$ cat src/adc_readout_pkg.sv
package adc_readout_pkg;

  // ==========================================================================
  // Widths
  // ==========================================================================
  localparam int RESULT_W = 16;
  localparam int CNT_W    = 5;
  localparam int TICK_W   = 8;
  localparam int ADDR_W   = 4;
  localparam int DATA_W   = 32;

  // ==========================================================================
  // Register byte offsets
  // ==========================================================================
  localparam logic [ADDR_W-1:0] OFS_CTRL   = 4'h0;
  localparam logic [ADDR_W-1:0] OFS_STATUS = 4'h4;
  localparam logic [ADDR_W-1:0] OFS_RESULT = 4'h8;

  // ==========================================================================
  // Field positions in the status word
  // ==========================================================================
  localparam int ST_BUSY_BIT    = 0;
  localparam int ST_OVERRUN_BIT = 1;
  localparam int ST_MASTER_BIT  = 2;
  localparam int ST_COUNT_LSB   = 4;

  // ==========================================================================
  // Control word layout and reset value
  // ==========================================================================
  typedef struct packed {
    logic       slave_rdc;
    logic       straight_binary;
    logic       sync_invert;
    logic       sclk_invert;
    logic [1:0] clock_divider_select;
    logic       clock_source_select;
    logic       byte_order_swap;
    logic       serial_parallel_select;
  } ctrl_t;

  localparam int    CTRL_W     = 9;
  localparam ctrl_t CTRL_RESET = 9'h000;

  // ==========================================================================
  // Serial timing
  // ==========================================================================
  localparam logic [CNT_W-1:0]  BITS_PER_WORD = 5'h10;
  localparam logic [CNT_W-1:0]  LAST_BIT      = 5'h0F;
  localparam logic [TICK_W-1:0] MST_TICK_BASE = 8'h01;
  localparam logic [1:0]        PH_DATA       = 2'h0;
  localparam logic [1:0]        PH_RISE       = 2'h1;
  localparam logic [1:0]        PH_HIGH       = 2'h2;
  localparam logic [1:0]        PH_FALL       = 2'h3;

  typedef enum logic [1:0] {
    MST_IDLE  = 2'b01,
    MST_SHIFT = 2'b10
  } mst_state_t;

endpackage

$ cat src/adc_result_readout_port.sv
// Chosen here: register access over Avalon-MM and the register addresses.
`timescale 1ns/1ps
// Operation
// - Select low: result on parallel bus
// - Parallel read after or during conversion
// - No swap: low byte D[7:0]
// - Swap: low byte on D[15:8]
// - Serial: sixteen bits, MSB first
// - Master: device drives clock and frame
// - Master clock and frame polarity selectable
// - Master bit stable across both edges
// - Timing pin picks after or during
// - Master after-read: busy until shifted
// - Master clock divided by select field
// - Slave: host supplies serial clock
// - Slave clock gated by selects low
// - Slave clock continuous or idle either
// - Slave after-read: clock out after busy
// - Chain input sampled on opposite edge
// - Unfinished slave during-read flags overrun
// - Slave read may span next conversion
// - Outputs disabled unless both selects low
// - Result coding selectable two forms
// - Started conversion never restarted or aborted
module adc_result_readout_port
  import adc_readout_pkg::*;
#(
  parameter logic [TICK_W-1:0] TICK_BASE = MST_TICK_BASE
) (
  input  wire logic                CLK,
  input  wire logic                RST_N,
  input  wire logic [ADDR_W-1:0]   AVS_ADDRESS,
  input  wire logic                AVS_READ,
  input  wire logic                AVS_WRITE,
  input  wire logic [DATA_W-1:0]   AVS_WRITEDATA,
  input  wire logic [3:0]          AVS_BYTEENABLE,
  output logic      [DATA_W-1:0]   AVS_READDATA,
  output logic                     AVS_WAITREQUEST,
  input  wire logic                CONVERT_START_N,
  input  wire logic                POWER_DOWN,
  output logic                     CONV_START,
  input  wire logic                CORE_DONE,
  input  wire logic [RESULT_W-1:0] CORE_DATA,
  output logic                     BUSY,
  input  wire logic                CS_N,
  input  wire logic                RD_N,
  output logic      [RESULT_W-1:0] D_OUT,
  output logic                     D_OE,
  output logic                     SERIAL_DATA_OUT,
  output logic                     SERIAL_DATA_OE,
  input  wire logic                SCLK_IN,
  output logic                     SCLK_OUT,
  output logic                     SCLK_OE,
  output logic                     SYNC_OUT,
  output logic                     SYNC_OE,
  input  wire logic                READ_TIMING_CHAIN_IN,
  output logic                     READ_OVERRUN_FLAG
);

  // ==========================================================================
  // Reset release
  // ==========================================================================
  logic [1:0] rst_sync_ff;
  wire        rst_n = rst_sync_ff[1];

  always_ff @(posedge CLK or negedge RST_N) begin
    if (!RST_N) begin
      rst_sync_ff <= 2'h0;
    end else begin
      rst_sync_ff <= {rst_sync_ff[0], 1'b1};
    end
  end

  // ==========================================================================
  // Declarations
  // ==========================================================================
  ctrl_t               ctrl_ff;
  logic                ack_ff;
  logic [DATA_W-1:0]   rd_data_ff;
  logic                cnv_d_ff;
  logic                conv_ff;
  logic                conv_start_ff;
  logic [RESULT_W-1:0] result_ff;
  logic [RESULT_W-1:0] d_out_ff;
  logic [RESULT_W-1:0] shift_ff;
  logic [CNT_W-1:0]    cnt_ff;
  logic                chain_bit_ff;
  logic                sclk_d_ff;
  logic                slv_sel_d_ff;
  logic                ovr_pulse_ff;
  logic                ovr_sticky_ff;
  mst_state_t          mst_state_ff;
  logic [1:0]          phase_ff;
  logic [TICK_W-1:0]   tick_ff;

  // ==========================================================================
  // Mode decode
  // ==========================================================================
  wire serial_mode = ctrl_ff.serial_parallel_select;
  wire slave_mode  = serial_mode & ctrl_ff.clock_source_select;
  wire master_mode = serial_mode & ~ctrl_ff.clock_source_select;
  wire sel_low     = ~CS_N & ~RD_N;
  // Pin level high means shift the previous word during conversion
  wire mst_during  = READ_TIMING_CHAIN_IN;
  wire mst_active  = (mst_state_ff == MST_SHIFT);

  // ==========================================================================
  // Register bus
  // ==========================================================================
  // One wait state: every access is answered on the second cycle
  wire req         = AVS_READ | AVS_WRITE;
  wire wr_commit   = AVS_WRITE & ack_ff;
  wire hit_ctrl    = (AVS_ADDRESS == OFS_CTRL);
  wire hit_status  = (AVS_ADDRESS == OFS_STATUS);
  wire hit_result  = (AVS_ADDRESS == OFS_RESULT);
  wire wr_ctrl_lo  = wr_commit & hit_ctrl & AVS_BYTEENABLE[0];
  wire wr_ctrl_hi  = wr_commit & hit_ctrl & AVS_BYTEENABLE[1];
  wire ovr_clear   = wr_commit & hit_status & AVS_BYTEENABLE[0] & AVS_WRITEDATA[ST_OVERRUN_BIT];

  wire [DATA_W-1:0] status_word = DATA_W'({cnt_ff, 1'b0, mst_active, ovr_sticky_ff, BUSY})
                                  << 0;
  wire [DATA_W-1:0] status_mux  = {status_word[DATA_W-1:ST_COUNT_LSB+CNT_W],
                                   status_word[CNT_W+3:4],
                                   1'b0,
                                   status_word[2:0]};
  wire [DATA_W-1:0] rd_mux      = hit_ctrl   ? DATA_W'(ctrl_ff) :
                                  hit_status ? status_mux :
                                  hit_result ? DATA_W'(result_ff) :
                                  32'h0000_0000;

  assign AVS_WAITREQUEST = req & ~ack_ff;
  assign AVS_READDATA    = rd_data_ff;

  always_ff @(posedge CLK or negedge rst_n) begin
    if (!rst_n) begin
      ack_ff     <= 1'b0;
      rd_data_ff <= 32'h0000_0000;
    end else begin
      ack_ff     <= req & ~ack_ff;
      rd_data_ff <= (AVS_READ & ~ack_ff) ? rd_mux : rd_data_ff;
    end
  end

  wire [CTRL_W-1:0] ctrl_bits   = ctrl_ff;
  wire [CTRL_W-1:0] nxt_ctrl    = {wr_ctrl_hi ? AVS_WRITEDATA[8] : ctrl_bits[8],
                                   wr_ctrl_lo ? AVS_WRITEDATA[7:0] : ctrl_bits[7:0]};

  always_ff @(posedge CLK or negedge rst_n) begin
    if (!rst_n) begin
      ctrl_ff <= CTRL_RESET;
    end else begin
      ctrl_ff <= ctrl_t'(nxt_ctrl);
    end
  end

  // ==========================================================================
  // Conversion control
  // ==========================================================================
  // A start edge during a conversion or a held busy is ignored, and power-down
  // only blocks new starts, so a running conversion always finishes
  wire start_edge = cnv_d_ff & ~CONVERT_START_N;
  wire start_ok   = start_edge & ~BUSY & ~POWER_DOWN;
  wire nxt_conv   = start_ok | (conv_ff & ~CORE_DONE);

  // Straight binary flips the sign bit of the core's two's complement word
  wire [RESULT_W-1:0] coded = {CORE_DATA[RESULT_W-1] ^ ctrl_ff.straight_binary,
                               CORE_DATA[RESULT_W-2:0]};
  wire done_now = conv_ff & CORE_DONE;

  assign BUSY       = conv_ff | (mst_active & ~mst_during);
  assign CONV_START = conv_start_ff;

  always_ff @(posedge CLK or negedge rst_n) begin
    if (!rst_n) begin
      cnv_d_ff      <= 1'b1;
      conv_ff       <= 1'b0;
      conv_start_ff <= 1'b0;
      result_ff     <= 16'h0000;
    end else begin
      cnv_d_ff      <= CONVERT_START_N;
      conv_ff       <= nxt_conv;
      conv_start_ff <= start_ok;
      result_ff     <= done_now ? coded : result_ff;
    end
  end

  // ==========================================================================
  // Parallel bus
  // ==========================================================================
  // The word is valid at any time, so reads after or during conversion both work
  wire [RESULT_W-1:0] nxt_d_out = ctrl_ff.byte_order_swap ?
                                  {result_ff[7:0], result_ff[15:8]} :
                                  result_ff;

  always_ff @(posedge CLK or negedge rst_n) begin
    if (!rst_n) begin
      d_out_ff <= 16'h0000;
    end else begin
      d_out_ff <= nxt_d_out;
    end
  end

  assign D_OUT = d_out_ff;
  assign D_OE  = ~serial_mode & sel_low;

  // ==========================================================================
  // Master serial clock divider
  // ==========================================================================
  wire [TICK_W-1:0] tick_max = TICK_W'((TICK_BASE << ctrl_ff.clock_divider_select) - 8'h01);
  wire              tick     = mst_active & (tick_ff == tick_max);

  always_ff @(posedge CLK or negedge rst_n) begin
    if (!rst_n) begin
      tick_ff <= 8'h00;
    end else begin
      tick_ff <= (!mst_active || tick) ? 8'h00 : TICK_W'(tick_ff + 8'h01);
    end
  end

  // ==========================================================================
  // Serial shifter, master and slave
  // ==========================================================================
  wire mst_go    = master_mode & ~mst_active &
                   ((mst_during & start_ok) | (~mst_during & done_now));
  wire mst_step  = tick & (phase_ff == PH_FALL);
  wire mst_end   = mst_step & (cnt_ff == LAST_BIT);

  wire slv_sel   = slave_mode & sel_low;
  wire slv_open  = slv_sel & ~slv_sel_d_ff;
  // Edges are seen only while chip select is low; both idle levels work
  wire sclk_rise = ~CS_N & SCLK_IN & ~sclk_d_ff;
  wire sclk_fall = ~CS_N & ~SCLK_IN & sclk_d_ff;
  wire slv_shift = slv_sel & sclk_fall;
  wire slv_idle  = (cnt_ff == 5'h00) | (cnt_ff == BITS_PER_WORD);
  // A read in progress keeps its word when the next result lands
  wire slv_load  = slave_mode & done_now & slv_idle;
  wire ovr_set   = slave_mode & ctrl_ff.slave_rdc & done_now & ~slv_idle;

  wire [CNT_W-1:0] cnt_inc = (cnt_ff == BITS_PER_WORD) ? cnt_ff : CNT_W'(cnt_ff + 5'h01);

  mst_state_t          nxt_mst_state;
  logic [RESULT_W-1:0] nxt_shift;
  logic [CNT_W-1:0]    nxt_cnt;

  always_comb begin
    nxt_mst_state = mst_state_ff;
    nxt_shift     = shift_ff;
    nxt_cnt       = cnt_ff;
    unique case (mst_state_ff)
      MST_IDLE: begin
        if (mst_go) begin
          nxt_mst_state = MST_SHIFT;
          nxt_shift     = mst_during ? result_ff : coded;
          nxt_cnt       = 5'h00;
        end else if (slv_load) begin
          nxt_shift = coded;
          nxt_cnt   = 5'h00;
        end else if (slv_open) begin
          nxt_shift = result_ff;
          nxt_cnt   = 5'h00;
        end else if (slv_shift) begin
          // Chain bits keep flowing after the word for cascaded parts
          nxt_shift = {shift_ff[RESULT_W-2:0], chain_bit_ff};
          nxt_cnt   = cnt_inc;
        end
      end
      MST_SHIFT: begin
        if (mst_end) begin
          nxt_mst_state = MST_IDLE;
          nxt_cnt       = BITS_PER_WORD;
        end else if (mst_step) begin
          nxt_shift = {shift_ff[RESULT_W-2:0], 1'b0};
          nxt_cnt   = cnt_inc;
        end
      end
    endcase
  end

  always_ff @(posedge CLK or negedge rst_n) begin
    if (!rst_n) begin
      mst_state_ff <= MST_IDLE;
      shift_ff     <= 16'h0000;
      cnt_ff       <= 5'h00;
    end else begin
      mst_state_ff <= nxt_mst_state;
      shift_ff     <= nxt_shift;
      cnt_ff       <= nxt_cnt;
    end
  end

  // Data moves one tick before the rising edge and one tick after the falling
  // edge, so either edge samples a settled bit
  always_ff @(posedge CLK or negedge rst_n) begin
    if (!rst_n) begin
      phase_ff <= PH_DATA;
    end else begin
      phase_ff <= !mst_active ? PH_DATA : (tick ? 2'(phase_ff + 2'h1) : phase_ff);
    end
  end

  // ==========================================================================
  // Slave edge tracking and chain capture
  // ==========================================================================
  // Only the after-conversion slave mode accepts chained data
  wire chain_on = slave_mode & ~ctrl_ff.slave_rdc;

  always_ff @(posedge CLK or negedge rst_n) begin
    if (!rst_n) begin
      sclk_d_ff    <= 1'b0;
      slv_sel_d_ff <= 1'b0;
      chain_bit_ff <= 1'b0;
    end else begin
      sclk_d_ff    <= SCLK_IN;
      slv_sel_d_ff <= slv_sel;
      chain_bit_ff <= !chain_on ? 1'b0 :
                      (sclk_rise ? READ_TIMING_CHAIN_IN : chain_bit_ff);
    end
  end

  // ==========================================================================
  // Overrun flag
  // ==========================================================================
  // Set beats a simultaneous clear so no overrun is lost
  always_ff @(posedge CLK or negedge rst_n) begin
    if (!rst_n) begin
      ovr_pulse_ff  <= 1'b0;
      ovr_sticky_ff <= 1'b0;
    end else begin
      ovr_pulse_ff  <= ovr_set;
      ovr_sticky_ff <= ovr_set | (ovr_sticky_ff & ~ovr_clear);
    end
  end

  assign READ_OVERRUN_FLAG = ovr_pulse_ff;

  // ==========================================================================
  // Serial pins
  // ==========================================================================
  wire mst_sclk = mst_active & ((phase_ff == PH_RISE) | (phase_ff == PH_HIGH));

  assign SERIAL_DATA_OUT = shift_ff[RESULT_W-1];
  assign SERIAL_DATA_OE  = serial_mode & sel_low;
  assign SCLK_OUT        = mst_sclk ^ ctrl_ff.sclk_invert;
  assign SYNC_OUT        = mst_active ^ ctrl_ff.sync_invert;
  assign SCLK_OE         = master_mode & sel_low;
  assign SYNC_OE         = master_mode & sel_low;

endmodule

$ cat config.mk
export PLATFORM = sky130hd
export DESIGN_NAME = adc_result_readout_port
export DESIGN_NICKNAME = d
export VERILOG_FILES = /design/src/adc_readout_pkg.sv /design/src/adc_result_readout_port.sv
export SDC_FILE = /design/constraint.sdc
export NUM_CORES = 1
export LEC_CHECK = 0
export ABC_AREA = 1
export BUFFER_PORTS_ARGS = -buffer_cell sky130_fd_sc_hd__buf_2
export CAP_MARGIN = 25
export CORE_ASPECT_RATIO = 0.6
export CORE_MARGIN = 5
export CORE_UTILIZATION = 50
export DETAILED_ROUTE_END_ITERATION = 10
export GPL_ROUTABILITY_DRIVEN = 1
export PLACE_DENSITY_LB_ADDON = 0.05
export RECOVER_POWER = 25
export SYNTH_ARGS = -nofsm -noshare
export SYNTH_HDL_FRONTEND = slang
export SYNTH_SLANG_ARGS = --single-unit
$ cat constraint.sdc
create_clock -name CLK -period 4.1 [get_ports CLK]
set_input_delay 0 -clock CLK [delete_from_list [all_inputs] [get_ports CLK]]
set_output_delay 0 -clock CLK [all_outputs]
set_load 0.05 [all_outputs]
==> results of run 1 <==
timing repair:
| item | CTS | global route |
|---|---|---|
| hold buffers | 32 | 0 |
| hold endpoints to repair | 31 | 0 |
| resized for setup | 0 | 0 |
layout make-up:
type | count | area [sq um] | area share, %
tap | 139 | 174 | 2.65
clock inverter | 7 | 58.8 | 0.896
inverter | 93 | 349 | 5.32
clock buffer | 9 | 225 | 3.43
timing repair buffer | 121 | 774 | 11.8
sequential | 101 | 2530 | 38.5
multi-input combinational | 526 | 2450 | 37.4
registers in the layout (all words and copies together) (netlist names):
register and flops:
AVS_READDATA 16, D_OUT 16, result_ff 16, shift_ff 16, ctrl_bits 8, tick_ff 8, cnt_ff 5, mst_state_ff 2
phase_ff 2, rst_sync_ff 2, CONV_START 1, READ_OVERRUN_FLAG 1, ack_ff 1, chain_bit_ff 1, cnv_d_ff 1, conv_ff 1
ovr_sticky_ff 1, sclk_d_ff 1, serial_mode 1, slv_sel_d_ff 1
cell usage in the layout (no fill, tap or decap), types with 3 or more instances in the layout:
cell,count
o31ai_1,8
nand2_1,232
nand4_1,17
inv_2,4
nand3_1,78
a21oi_1,18
nor3b_1,5
o22ai_1,7
nor2_1,50
nor3_1,5
dfrtp_1,99
o21ai_0,56
nor2_2,3
dlygate4sd3_1,32
inv_1,88
ha_1,5
conb_1,17
nand2_2,3
buf_4,4
xor2_1,6
clkbuf_16,9
buf_2,83
worst min path at each step:
stage	from	end	slack [ns]
after floorplan	RST_N	rst_sync_ff[0]	-0.30
after global placement	RST_N	rst_sync_ff[0]	-0.21
after detailed placement	RST_N	rst_sync_ff[0]	-0.21
after CTS	CORE_DATA[15]	result_ff[15]	0.02
after global routing	POWER_DOWN	CONV_START	0.05
final	CORE_DATA[15]	result_ff[15]	0.03
stage by stage:
| step | power (W) | cell area (sq um) | setup slack (ns) | hold slack [ns] |
|---|---|---|---|---|
| after floorplan | 0.00247 | 5590 | 1.08 | -0.296 |
| after global placement | 0.00282 | 5960 | 1.54 | -0.215 |
| after detailed placement | 0.00285 | 5960 | 1.52 | -0.211 |
| after CTS | 0.00370 | 6570 | 1.51 | 0.0231 |
| after global routing | 0.00394 | 6570 | 1.12 | 0.0495 |
| final | 0.00369 | 6570 | 1.45 | 0.0332 |
Yosys cell counts (4+ instances only):
master and instances:
dfrtp_1 99, inv_2 4, nand3_1 78, nor2_1 50, buf_4 18, clkbuf_1 23
o31ai_1 8, nor3b_1 5, a21oi_1 18, o22ai_1 7, xor2_1 6, ha_1 5
inv_1 88, nor3_1 5, nand2_1 232, nand4_1 17, o21ai_0 56
worst max-delay path: cells and delay by family (launching register included):
kind	cells	cell delay [ns]
simple gates	9	1.75
buf+inv	1	0.50
flops	1	0.34
metal layers:
layer,GRT usage [%],vias up,wire (um)
met5,0,-,0
met4,5.61,0,203
met3,6.02,20,1410
met2,34.2,230,6590
met1,38.9,2450,8300
li1,-,2577,-
logic make-up (layout without fill, tap and decap cells):
family,Yosys count,in the layout,synth area share (%)
flops,101,101,45.7
fa+ha+maj,5,5,1.13
compound gates,95,95,9.40
xor+xnor,6,6,0.949
other cells,2,17,0.136
mux,1,1,0.181
simple gates,402,402,31.5
buf+inv,139,230,11.0
power by group:
part | internal (W) | switching [W]
combinational | 0.000407 | 0.000986
clock | 0.000422 | 0.000400
sequential | 0.00126 | 0.000222
==> impl_results.md, run 1 <==
* Synth cell types at 39
* Worst slew margin at -0.916%
* Routability-driven placement congestion ratio at 0.903
* Crit Path Max Fanout at 32
* F_max at 377 MHz
* Port Buf Inserts at 84
* Root Buffer: clkbuf_16
* Seq cells post-synth at 101
* Cell at the slowest stage of the critical path: nand2_1
* CP most frequent cell: nand2_1
* Die Footprint at 13,300 sq um
* Antenna-violating nets left at 0
* First-pass GRT wire length at 26.3 mm
* Nets at 924
* Wire per inst at 16.6 um
* Detailed-placement wirelength estimate at 11.9 mm
* Setup TNS Final at 0 ns
* CP startpoint kind: register
* Post-Place Cells at 947
* Site Rows at 29
* Die Width at 146 um
* CTS buffer count at 9
* Crit path kind: register to register
* Dominant synthesized flop cell: dfrtp_1
* DRT iter0 DRCs at 610
* Worst EP arrival at 2.94 ns
* Via/cell ratio at 5.30
* DRC at 0
* Clk_skew at 0.00499 ns
* Initial antenna violation count at 0
* Post-synth EDFFs at 0
* Hold path cells at 4
* R2R setup slack at 1.45 ns
* Grt ovf at 0
* IO Count at 126
* P_leak at 3.55 nW
* Largest area contributor in the netlist: dfrtp_1
* Synth top area share at 44.7%
* Final Max Tran Viols at 60
* WP data required at 4.39 ns
* Die height at 91.5 um
* Layout cells sized above 1 at 14.6%
* Peak supply drop at 0.000347 V
* # diodes at 0
* Worst r2r dst: shift_ff[9]
* RSZ-0062 raised after global routing: no
* Avg Cell Area, Syn at 7.37 sq um
* Endpoints failing setup at 0
* Clk sinks at 101
* Post-CTS Setup Bufs at 0
* Period utilisation layout at 64.7%
* Final Critical Period at 2.65 ns
* Syn Std Cell Area at 5540 sq um
* Critical Path Sink Type: register
* Leading post-synthesis cells by cell area: dfrtp_1, nand2_1, nand3_1
* Core ar. at 10,700 sq um
* Clock Tree Buf Depth at 2
* Routed vias at 5,277
* Synth warn at 0
* Worst skew pair latency at 0.35 ns
* Vias in the first global route at 4,921
* Max-Cap Viols at 1
* Power Dens Cells at 562 nW/um^2
* H-Tree Depth at 3
* Pre-Repair DR Iteration Count at 5
* Final core utilization at 61.3%
* Mapped Cells at 751
* Filler instances at 994
* Non-Filler Instances at 996
* R2r worst-path depth at 10
* Failing checks: max-capacitance violations, max-slew violations
* Run status: finished with violations
* Launching point of the worst reg2reg path: conv_ff
* HP Class: input pin to register
* Syn-to-layout area delta at 18.5%
* Final hold violation count at 0
* Post-synth ARST share at 100%
* Starting Density at 51.7%
* Seq/Total Area, Yosys at 45.7%
* Max incr delay on CP at 0.58 ns
* Crit path to: shift_ff[9]
* Critical-path cell list: nand2_1 > nor2_1 > nand2_2 > inv_1 > nand2_1 > nand3_1 > nand3_1 > nand2_1 > nand2_1 > nand2_1
* CTS tree: yes
* Clock slew at the register clock pins of the worst setup and hold paths at 0.07 ns
* Gr usage total at 24.8%
* Final WL at 16.5 mm
* Critical path origin: conv_ff
* Tightest Pin Transition at 1.51 ns
* Pin count of the biggest net entering global routing at 75
Note: power is estimated with default switching activity, not from simulation.
==> inputs of run 2 (changes only) <==
--- a/config.mk
+++ b/config.mk
@@ -5,12 +5,12 @@
 export SDC_FILE = /design/constraint.sdc
 export NUM_CORES = 1
 export LEC_CHECK = 0
-export ABC_AREA = 1
+export ABC_AREA = 0
 export BUFFER_PORTS_ARGS = -buffer_cell sky130_fd_sc_hd__buf_2
 export CAP_MARGIN = 25
 export CORE_ASPECT_RATIO = 0.6
 export CORE_MARGIN = 5
-export CORE_UTILIZATION = 50
+export CORE_UTILIZATION = 48
 export DETAILED_ROUTE_END_ITERATION = 10
 export GPL_ROUTABILITY_DRIVEN = 1
 export PLACE_DENSITY_LB_ADDON = 0.05
==> constraint.sdc (replaced) <==
create_clock -name CLK -period 2.3 [get_ports CLK]
set_input_delay 0 -clock CLK [delete_from_list [all_inputs] [get_ports CLK]]
set_output_delay 0 -clock CLK [all_outputs]
set_load 0.05 [all_outputs]
==> run 2 against run 1 <==
Compared with the run above:
- the run now ends clean
- maximum frequency rose by 23%
- via count fell by 29%
- wire length fell by 22%
- sequential power rose by 75%
- combinational power rose by 41%
- design area fell by 5.9%
- synthesized cell count fell by 42%
- non-clock buffer count rose by 18
- register-to-register slack got worse by 1.3 ns
- synthesized area fell by 11%
- die area fell by 6.2%
- clock-buffer cell count rose by 1
==> impl_results.md, run 2 <==
* Core ar. at 9950 sq um (-7.0%)
* Final hold violation count at 0 (unchanged)
* Hold path cells at 2 (-2)
* Commonest cells in the synthesized netlist: dfrtp_1, nand2_1, mux2_2, nor2_1, o22ai_1
* Count leader, synth: dfrtp_1
* Leading post-synthesis cells by cell area: dfrtp_1, mux2_2, nand2_1
* Initial antenna violation count at 0 (unchanged)
* Most frequent cells in the layout: dfrtp_1, buf_2, nand2_1
* Max incr delay on CP at 0.44 ns (-0.14 ns)
* Final Max Tran Viols at 0 (-100%)
* Pre-Repair DR Iteration Count at 4 (-1)
* WP data required at 2.54 ns (-1.85 ns)
* P_leak at 2.79 nW (-21%)
* Clk sinks at 101 (unchanged)
* IO Count at 126 (unchanged)
* Worst skew pair latency at 0.35 ns (about the same)
* Peak supply drop at 0.000641 V (+85%)
* Avg Cell Area, Syn at 11.4 sq um (+54%)
* Endpoints failing setup at 0 (unchanged)
* Critical-path cell list: ha_1 > or2b_1 > or4_4 > nor3_1 > o22ai_2 > a21o_1 > a22o_1
* CTS tree: yes
* Detailed-placement wirelength estimate at 9.19 mm (-23%)
* Final Critical Period at 2.16 ns (-0.492 ns)
* # diodes at 0 (unchanged)
* H-Tree Depth at 3 (unchanged)
* Cell at the slowest stage of the critical path: or4_4
* Pin count of the biggest net entering global routing at 74 (-1.3%)
* Grt ovf at 0 (unchanged)
* Syn Std Cell Area at 4950 sq um (-11%)
* Routability-driven placement congestion ratio at 0.859 (-4.9%)
* Vias in the first global route at 3,689 (-25%)
* Layout cells sized above 1 at 27.9% (+13 points)
* Hold slack final at 0.0204 ns (-0.0128 ns)
* Dominant synthesized flop cell: dfrtp_1
* Die Width at 141 um (-3.2%)
* Wire length on met3 at 834 um (-41%)
* DP Area at 5530 sq um (-7.2%)
* DRT met1 WL at 6.78 mm (-18%)
* Clock Tree Buf Depth at 2 (unchanged)
* Period utilisation layout at 94.0% (+29 points)
* CTS buffer count at 9 (unchanged)
* Die height at 88.7 um (-3.1%)
* DRT iter0 DRCs at 209 (-66%)
* Seq/Total Area, Yosys at 51.1% (+5.4 points)
* Clk_skew at 0.00611 ns (+0.00113 ns)
* Post-synth ARST share at 100% (unchanged)
* Synth cell types at 69 (+77%)
* Post-CTS Setup Bufs at 0 (unchanged)
* Tightest Pin Transition at 1.18 ns (-0.336 ns)
* Port Buf Inserts at 84 (unchanged)
* Largest area contributor in the netlist: dfrtp_1
* Gr usage total at 21.2% (-3.6 points)
* CP startpoint kind: register
* Setup TNS Final at 0 ns (unchanged)
* Max-Cap Viols at 0 (-1)
* Final WL at 12.9 mm (-22%)
* Root Buffer: clkbuf_16
* Antenna-violating nets left at 0 (unchanged)
* Worst EP arrival at 2.40 ns (-0.54 ns)
* Run status: finished, final reports clean
* R2r worst-path depth at 7 (-3)
* Routed vias at 3,747 (-29%)
* Most common cell after layout, fill and taps aside: dfrtp_1
* Mapped Cells at 435 (-42%)
* DR top layer: met4
* Critical Path Sink Type: register
* Power Dens Cells at 988 nW/um^2 (+76%)
* First-pass GRT wire length at 20.3 mm (-23%)
* Synth top area share at 50.0% (+5.3 points)
* Wire per inst at 18.4 um (+11%)
* Crit path kind: register to register
* Seq cells post-synth at 101 (unchanged)
* Starting Density at 49.8% (-2.0 points)
* Syn-to-layout area delta at 24.7%
* DR WL met2 at 5.22 mm (-21%)
* HP Class: input pin to register
* Site Rows at 28 (-3.4%)
* Die Footprint at 12,500 sq um (-6.2%)
* RSZ-0062 raised after global routing: no
* Synth warn at 0 (unchanged)
* Crit Path Max Fanout at 9 (-72%)
* DRC at 0 (unchanged)
* Final instance area at 6180 sq um (-5.9%)
* Worst slew margin at 21.5% (+22 points)
* Post-synth EDFFs at 0 (unchanged)
* Via/cell ratio at 5.32 (+0.46%)
* Nets at 636 (-31%)
* F_max at 462 MHz (+23%)
* Clock slew at the register clock pins of the worst setup and hold paths at 0.07 ns (about the same)
[run 2: power by group]
part           leakage (nW)  total, W  switching (W)  internal (W)
clock                 0.153   0.00155       0.000670      0.000883
combinational          1.35   0.00196        0.00124      0.000721
sequential             1.29   0.00259       0.000428       0.00216
[run 2: timing repair]
action,in CTS,in global routing
hold buffers,37,0
hold endpoints to repair,33,0
endpoints found under the setup margin,0,5
resized for setup,0,1
[run 2: per-stage QoR]
step | utilization [%] | worst slack [ns] | total power (W) | std cells
finish | 62.1 | 0.137 | 0.00610 | 704
global route | 62.1 | 0.0541 | 0.00642 | 704
CTS | 62.4 | 0.0410 | 0.00618 | 704
detailed placement | 55.6 | 0.0526 | 0.00455 | 651
global placement | 55.6 | 0.0858 | 0.00450 | 651
floorplan | - | 0.0441 | 0.00399 | 450
[run 2: cell type report]
| cell class | count | area (sq um) |
|---|---|---|
| Clock inverter | 6 | 70.1 |
| Sequential cell | 101 | 2530 |
| Inverter | 11 | 41.3 |
| Tap cell | 135 | 169 |
| Clock buffer | 10 | 239 |
| Multi-Input combinational cell | 302 | 2190 |
| Timing Repair Buffer | 139 | 936 |
| Fill cell | 831 | 3770 |
[run 2: layer usage]
layer | vias to the layer above | track usage, %
met4 | 0 | 4.31
met3 | 8 | 5.02
li1 | 1778 | -
met5 | - | 0
met2 | 109 | 29.3
met1 | 1852 | 33.7
[run 2: worst max-delay path: cells and delay by family (launching register included)]
kind,cells,cell delay [ns]
compound gates,3,0.63
simple gates,3,0.89
fa+ha+maj,1,0.17
flops,1,0.36
[run 2: cells by family after synthesis]
group | count (synthesis) | share of synthesized area, %
and+or+nand+nor | 130 | 13.8
xor gates and xnor gates | 11 | 1.95
AOI/OAI and AO/OA | 87 | 14.2
DFF | 101 | 51.1
muxes | 52 | 11.5
other | 2 | 0.152
buffers and inverters | 47 | 5.99
adders and majority gates | 5 | 1.26
[run 2: final timing paths]
check | endpoint | slack [ns] | startpoint
max | cnt_ff[2] | 0.14 | phase_ff[0]
min | AVS_READDATA[3] | 0.02 | AVS_ADDRESS[2]
max reg2reg | cnt_ff[2] | 0.14 | phase_ff[0]
min reg2reg | rst_sync_ff[1] | 0.36 | rst_sync_ff[0]
max in group asynchronous | result_ff[0] | 0.84 | rst_sync_ff[1]
min in group asynchronous | ctrl_bits[8] | 0.49 | rst_sync_ff[1]
==> inputs of run 3 (changes only) <==
--- a/config.mk
+++ b/config.mk
@@ -8,13 +8,13 @@
 export ABC_AREA = 0
 export BUFFER_PORTS_ARGS = -buffer_cell sky130_fd_sc_hd__buf_2
 export CAP_MARGIN = 25
-export CORE_ASPECT_RATIO = 0.6
 export CORE_MARGIN = 5
 export CORE_UTILIZATION = 48
 export DETAILED_ROUTE_END_ITERATION = 10
 export GPL_ROUTABILITY_DRIVEN = 1
-export PLACE_DENSITY_LB_ADDON = 0.05
+export PLACE_DENSITY = 0.76
 export RECOVER_POWER = 25
+export REMOVE_ABC_BUFFERS = 1
 export SYNTH_ARGS = -nofsm -noshare
 export SYNTH_HDL_FRONTEND = slang
 export SYNTH_SLANG_ARGS = --single-unit
==> run 3 against run 2 <==
Compared with the run above:
- the flow now finishes with violations (max-capacitance violations, max-slew violations)
- wire length shrank 4.6%
- non-clock buffer count grew 1
- final cell count grew 0.43%
- first-iteration DRC count grew 18%
- total power shrank 7.0%
- die area shrank 0.53%
- clock power shrank 26%
- maximum frequency grew 1.1%
- via count grew 1.9%
- core utilization shrank 1.8 points
==> impl_results.md, run 3 (synthesis gave the netlist of run 2 again) <==
* RSZ-0062 raised after global routing: no
* Wire per inst at 17.4 um (-5.0%)
* Final WL at 12.3 mm (-4.6%)
* Filler instances at 828 (-0.36%)
* Clock Tree Buf Depth at 2 (unchanged)
* Worst EP arrival at 2.40 ns (about the same)
* Final instance area at 6140 sq um (-0.63%)
* Worst slew margin at -9.81% (-31 points)
* Most frequent cells in the layout: dfrtp_1, buf_2, nand2_1
* Combinational share of power at 33.9% (+1.8 points)
* Critical Path Sink Type: register
* Psw at 0.00236 W (+0.93%)
* H-Tree Depth at 3 (unchanged)
* Die height at 112 um (+26%)
* Cell at the slowest stage of the critical path: dfrtp_2
* Hold slack final at 0.0442 ns (+0.0238 ns)
* Clock slew at the register clock pins of the worst setup and hold paths at 0.10 ns (+0.03 ns)
* Worst path bufs/invs at 3 (+3)
* Worst skew pair latency at 0.37 ns (+0.02 ns)
* Final hold violation count at 0 (unchanged)
* DRC at 0 (unchanged)
* Placement Setup Slack at -0.00283 ns (-0.0554 ns)
* P_leak at 2.85 nW (+2.2%)
* Starting Density at 48.6% (-1.1 points)
* CTS buffer count at 9 (unchanged)
* Final Critical Period at 2.14 ns (-0.0229 ns)
* Final Max Tran Viols at 38 (+38)
* F_max at 467 MHz (+1.1%)
* Crit path kind: register to register
* Routability-driven placement congestion ratio at 0.881 (+2.6%)
* Crit path max-delay family: compound AO/OA/AOI/OAI gates
* Period utilisation layout at 93.0% (-1.0 points)
* CP startpoint kind: register
* Final WS setup at 0.160 ns (+0.0229 ns)
* Core ar. at 10,200 sq um (+2.4%)
* Most common cell after layout, fill and taps aside: dfrtp_1
* Via/cell ratio at 5.40 (+1.4%)
* Max-Cap Viols at 1 (+1)
* Register Area at 2530 sq um (about the same)
* Vias in the first global route at 3,948 (+7.0%)
* Critical-path cell list: inv_1 > ha_1 > nor3b_4 > a22oi_2 > o21ai_2 > buf_4 > o22ai_2 > buf_12 > o31ai_1
* First-pass GRT wire length at 20.3 mm (about the same)
* Tightest Pin Transition at 1.65 ns (+0.469 ns)
* Pin count of the biggest net entering global routing at 40 (-46%)
* Nets at 637 (+0.16%)
* Pint at 0.00331 W (-12%)
* HP Class: input pin to register
* IO Count at 126 (unchanged)
* Site Rows at 37 (+32%)
* Area of the multi-input gates at 2190 sq um (-0.11%)
* Port Buf Inserts at 84 (unchanged)
* Clk sinks at 101 (unchanged)
* Total power at 0.00567 W (-7.0%)
* Die Footprint at 12,400 sq um (-0.53%)
* Failing checks: max-capacitance violations, max-slew violations
* Routed vias at 3,817 (+1.9%)
* Layout cells sized above 1 at 32.8% (+4.9 points)
* Clock Power Share at 20.3% (-5.2 points)
* Power Dens Cells at 924 nW/um^2 (-6.4%)
* Antenna-violating nets left at 0 (unchanged)
* Endpoints failing setup at 0 (unchanged)
* WP data required at 2.56 ns (+0.02 ns)
* Pre-Repair DR Iteration Count at 6 (+2)
* Max incr delay on CP at 0.45 ns (about the same)
* Detailed-placement wirelength estimate at 8.58 mm (-6.6%)
* Sequential share of power at 45.8% (+3.4 points)
* Grt ovf at 0 (unchanged)
* Clk_skew at 0.0133 ns (+0.00714 ns)
* Initial antenna violation count at 1 (+1)
* Sw frac at 41.6% (+3.3 points)
* DP Area at 5500 sq um (-0.57%)
* Die Width at 112 um (-21%)
* Gr usage total at 20.0% (-1.2 points)
* Crit Path Max Fanout at 32 (+23)
* DRT iter0 DRCs at 246 (+18%)
* Peak supply drop at 0.000571 V (-11%)
* Root Buffer: clkbuf_8
* CTS tree: yes
* Run status: finished with violations
* Syn-to-layout area delta at 23.9%
==> run 3: worst register-to-register path: stages (launching register included) <==
cell and delay, ns:
dfrtp_2 0.45, inv_1 0.10, ha_1 0.17, nor3b_4 0.29
a22oi_2 0.17, o21ai_2 0.11, buf_4 0.16, o22ai_2 0.10
buf_12 0.19, o31ai_1 0.30
==> run 3: final timing paths <==
path / start / end / slack (ns) / depth (start not counted)
max: cnt_ff[0] / shift_ff[2] / 0.16 / 9
min: AVS_WRITE / ovr_sticky_ff / 0.04 / 4
max reg2reg: cnt_ff[0] / shift_ff[2] / 0.16 / 9
min reg2reg: rst_sync_ff[0] / rst_sync_ff[1] / 0.36 / 0
max in group asynchronous: rst_sync_ff[1] / cnt_ff[0] / 0.52 / 0
min in group asynchronous: RST_N / rst_sync_ff[1] / 0.46 / 3
==> run 3: layout make-up <==
class                   count  share of cell area [%]
clock inverters             7                    1.49
diodes                      1                  0.0408
clock buffers               9                    2.02
inverters                  11                   0.673
repair buffers            140                    16.1
flip-flops and latches    101                    41.2
multi-input cells         302                    35.7
well taps                 136                    2.77
==> run 3: per-layer routing <==
| metal | global-route usage (%) | part of all wire [%] | vias to the layer above | routed length (um) |
|---|---|---|---|---|
| li1 | - | - | 1793 | - |
| met1 | 27.3 | 43 | 1857 | 5290 |
| met2 | 31.7 | 48 | 142 | 5900 |
| met3 | 5.05 | 6.9 | 25 | 855 |
| met4 | 6.16 | 2.4 | 0 | 294 |
| met5 | 0 | 0 | - | 0 |
==> run 3: per-stage QoR <==
step,utilization [%],setup TNS [ns],cells
after floorplan,-,-72.48,414
after global placement,54.0,0,648
after detailed placement,54.0,-0.00283,648
after CTS,60.1,0,704
after global routing,60.3,0,707
final,60.3,0,707
==> run 3: power groups by stage <==
stage | combinational [W] | sequential (W) | clock (W)
final | 0.00192 | 0.00260 | 0.00115
after global routing | 0.00208 | 0.00265 | 0.00127
after CTS | 0.00193 | 0.00257 | 0.00117
after detailed placement | 0.00186 | 0.00261 | 0
after global placement | 0.00182 | 0.00258 | 0
after floorplan | 0.00101 | 0.00293 | 0
==> run 3: timing repair <==
action / 4_1_cts / 5_1_grt
hold buffers: 40 / 0
setup buffers: 0 / 2
endpoints found under the hold margin: 37 / 0
pin swaps: 0 / 1
setup endpoints to repair: 1 / 5
resized for setup: 1 / 1
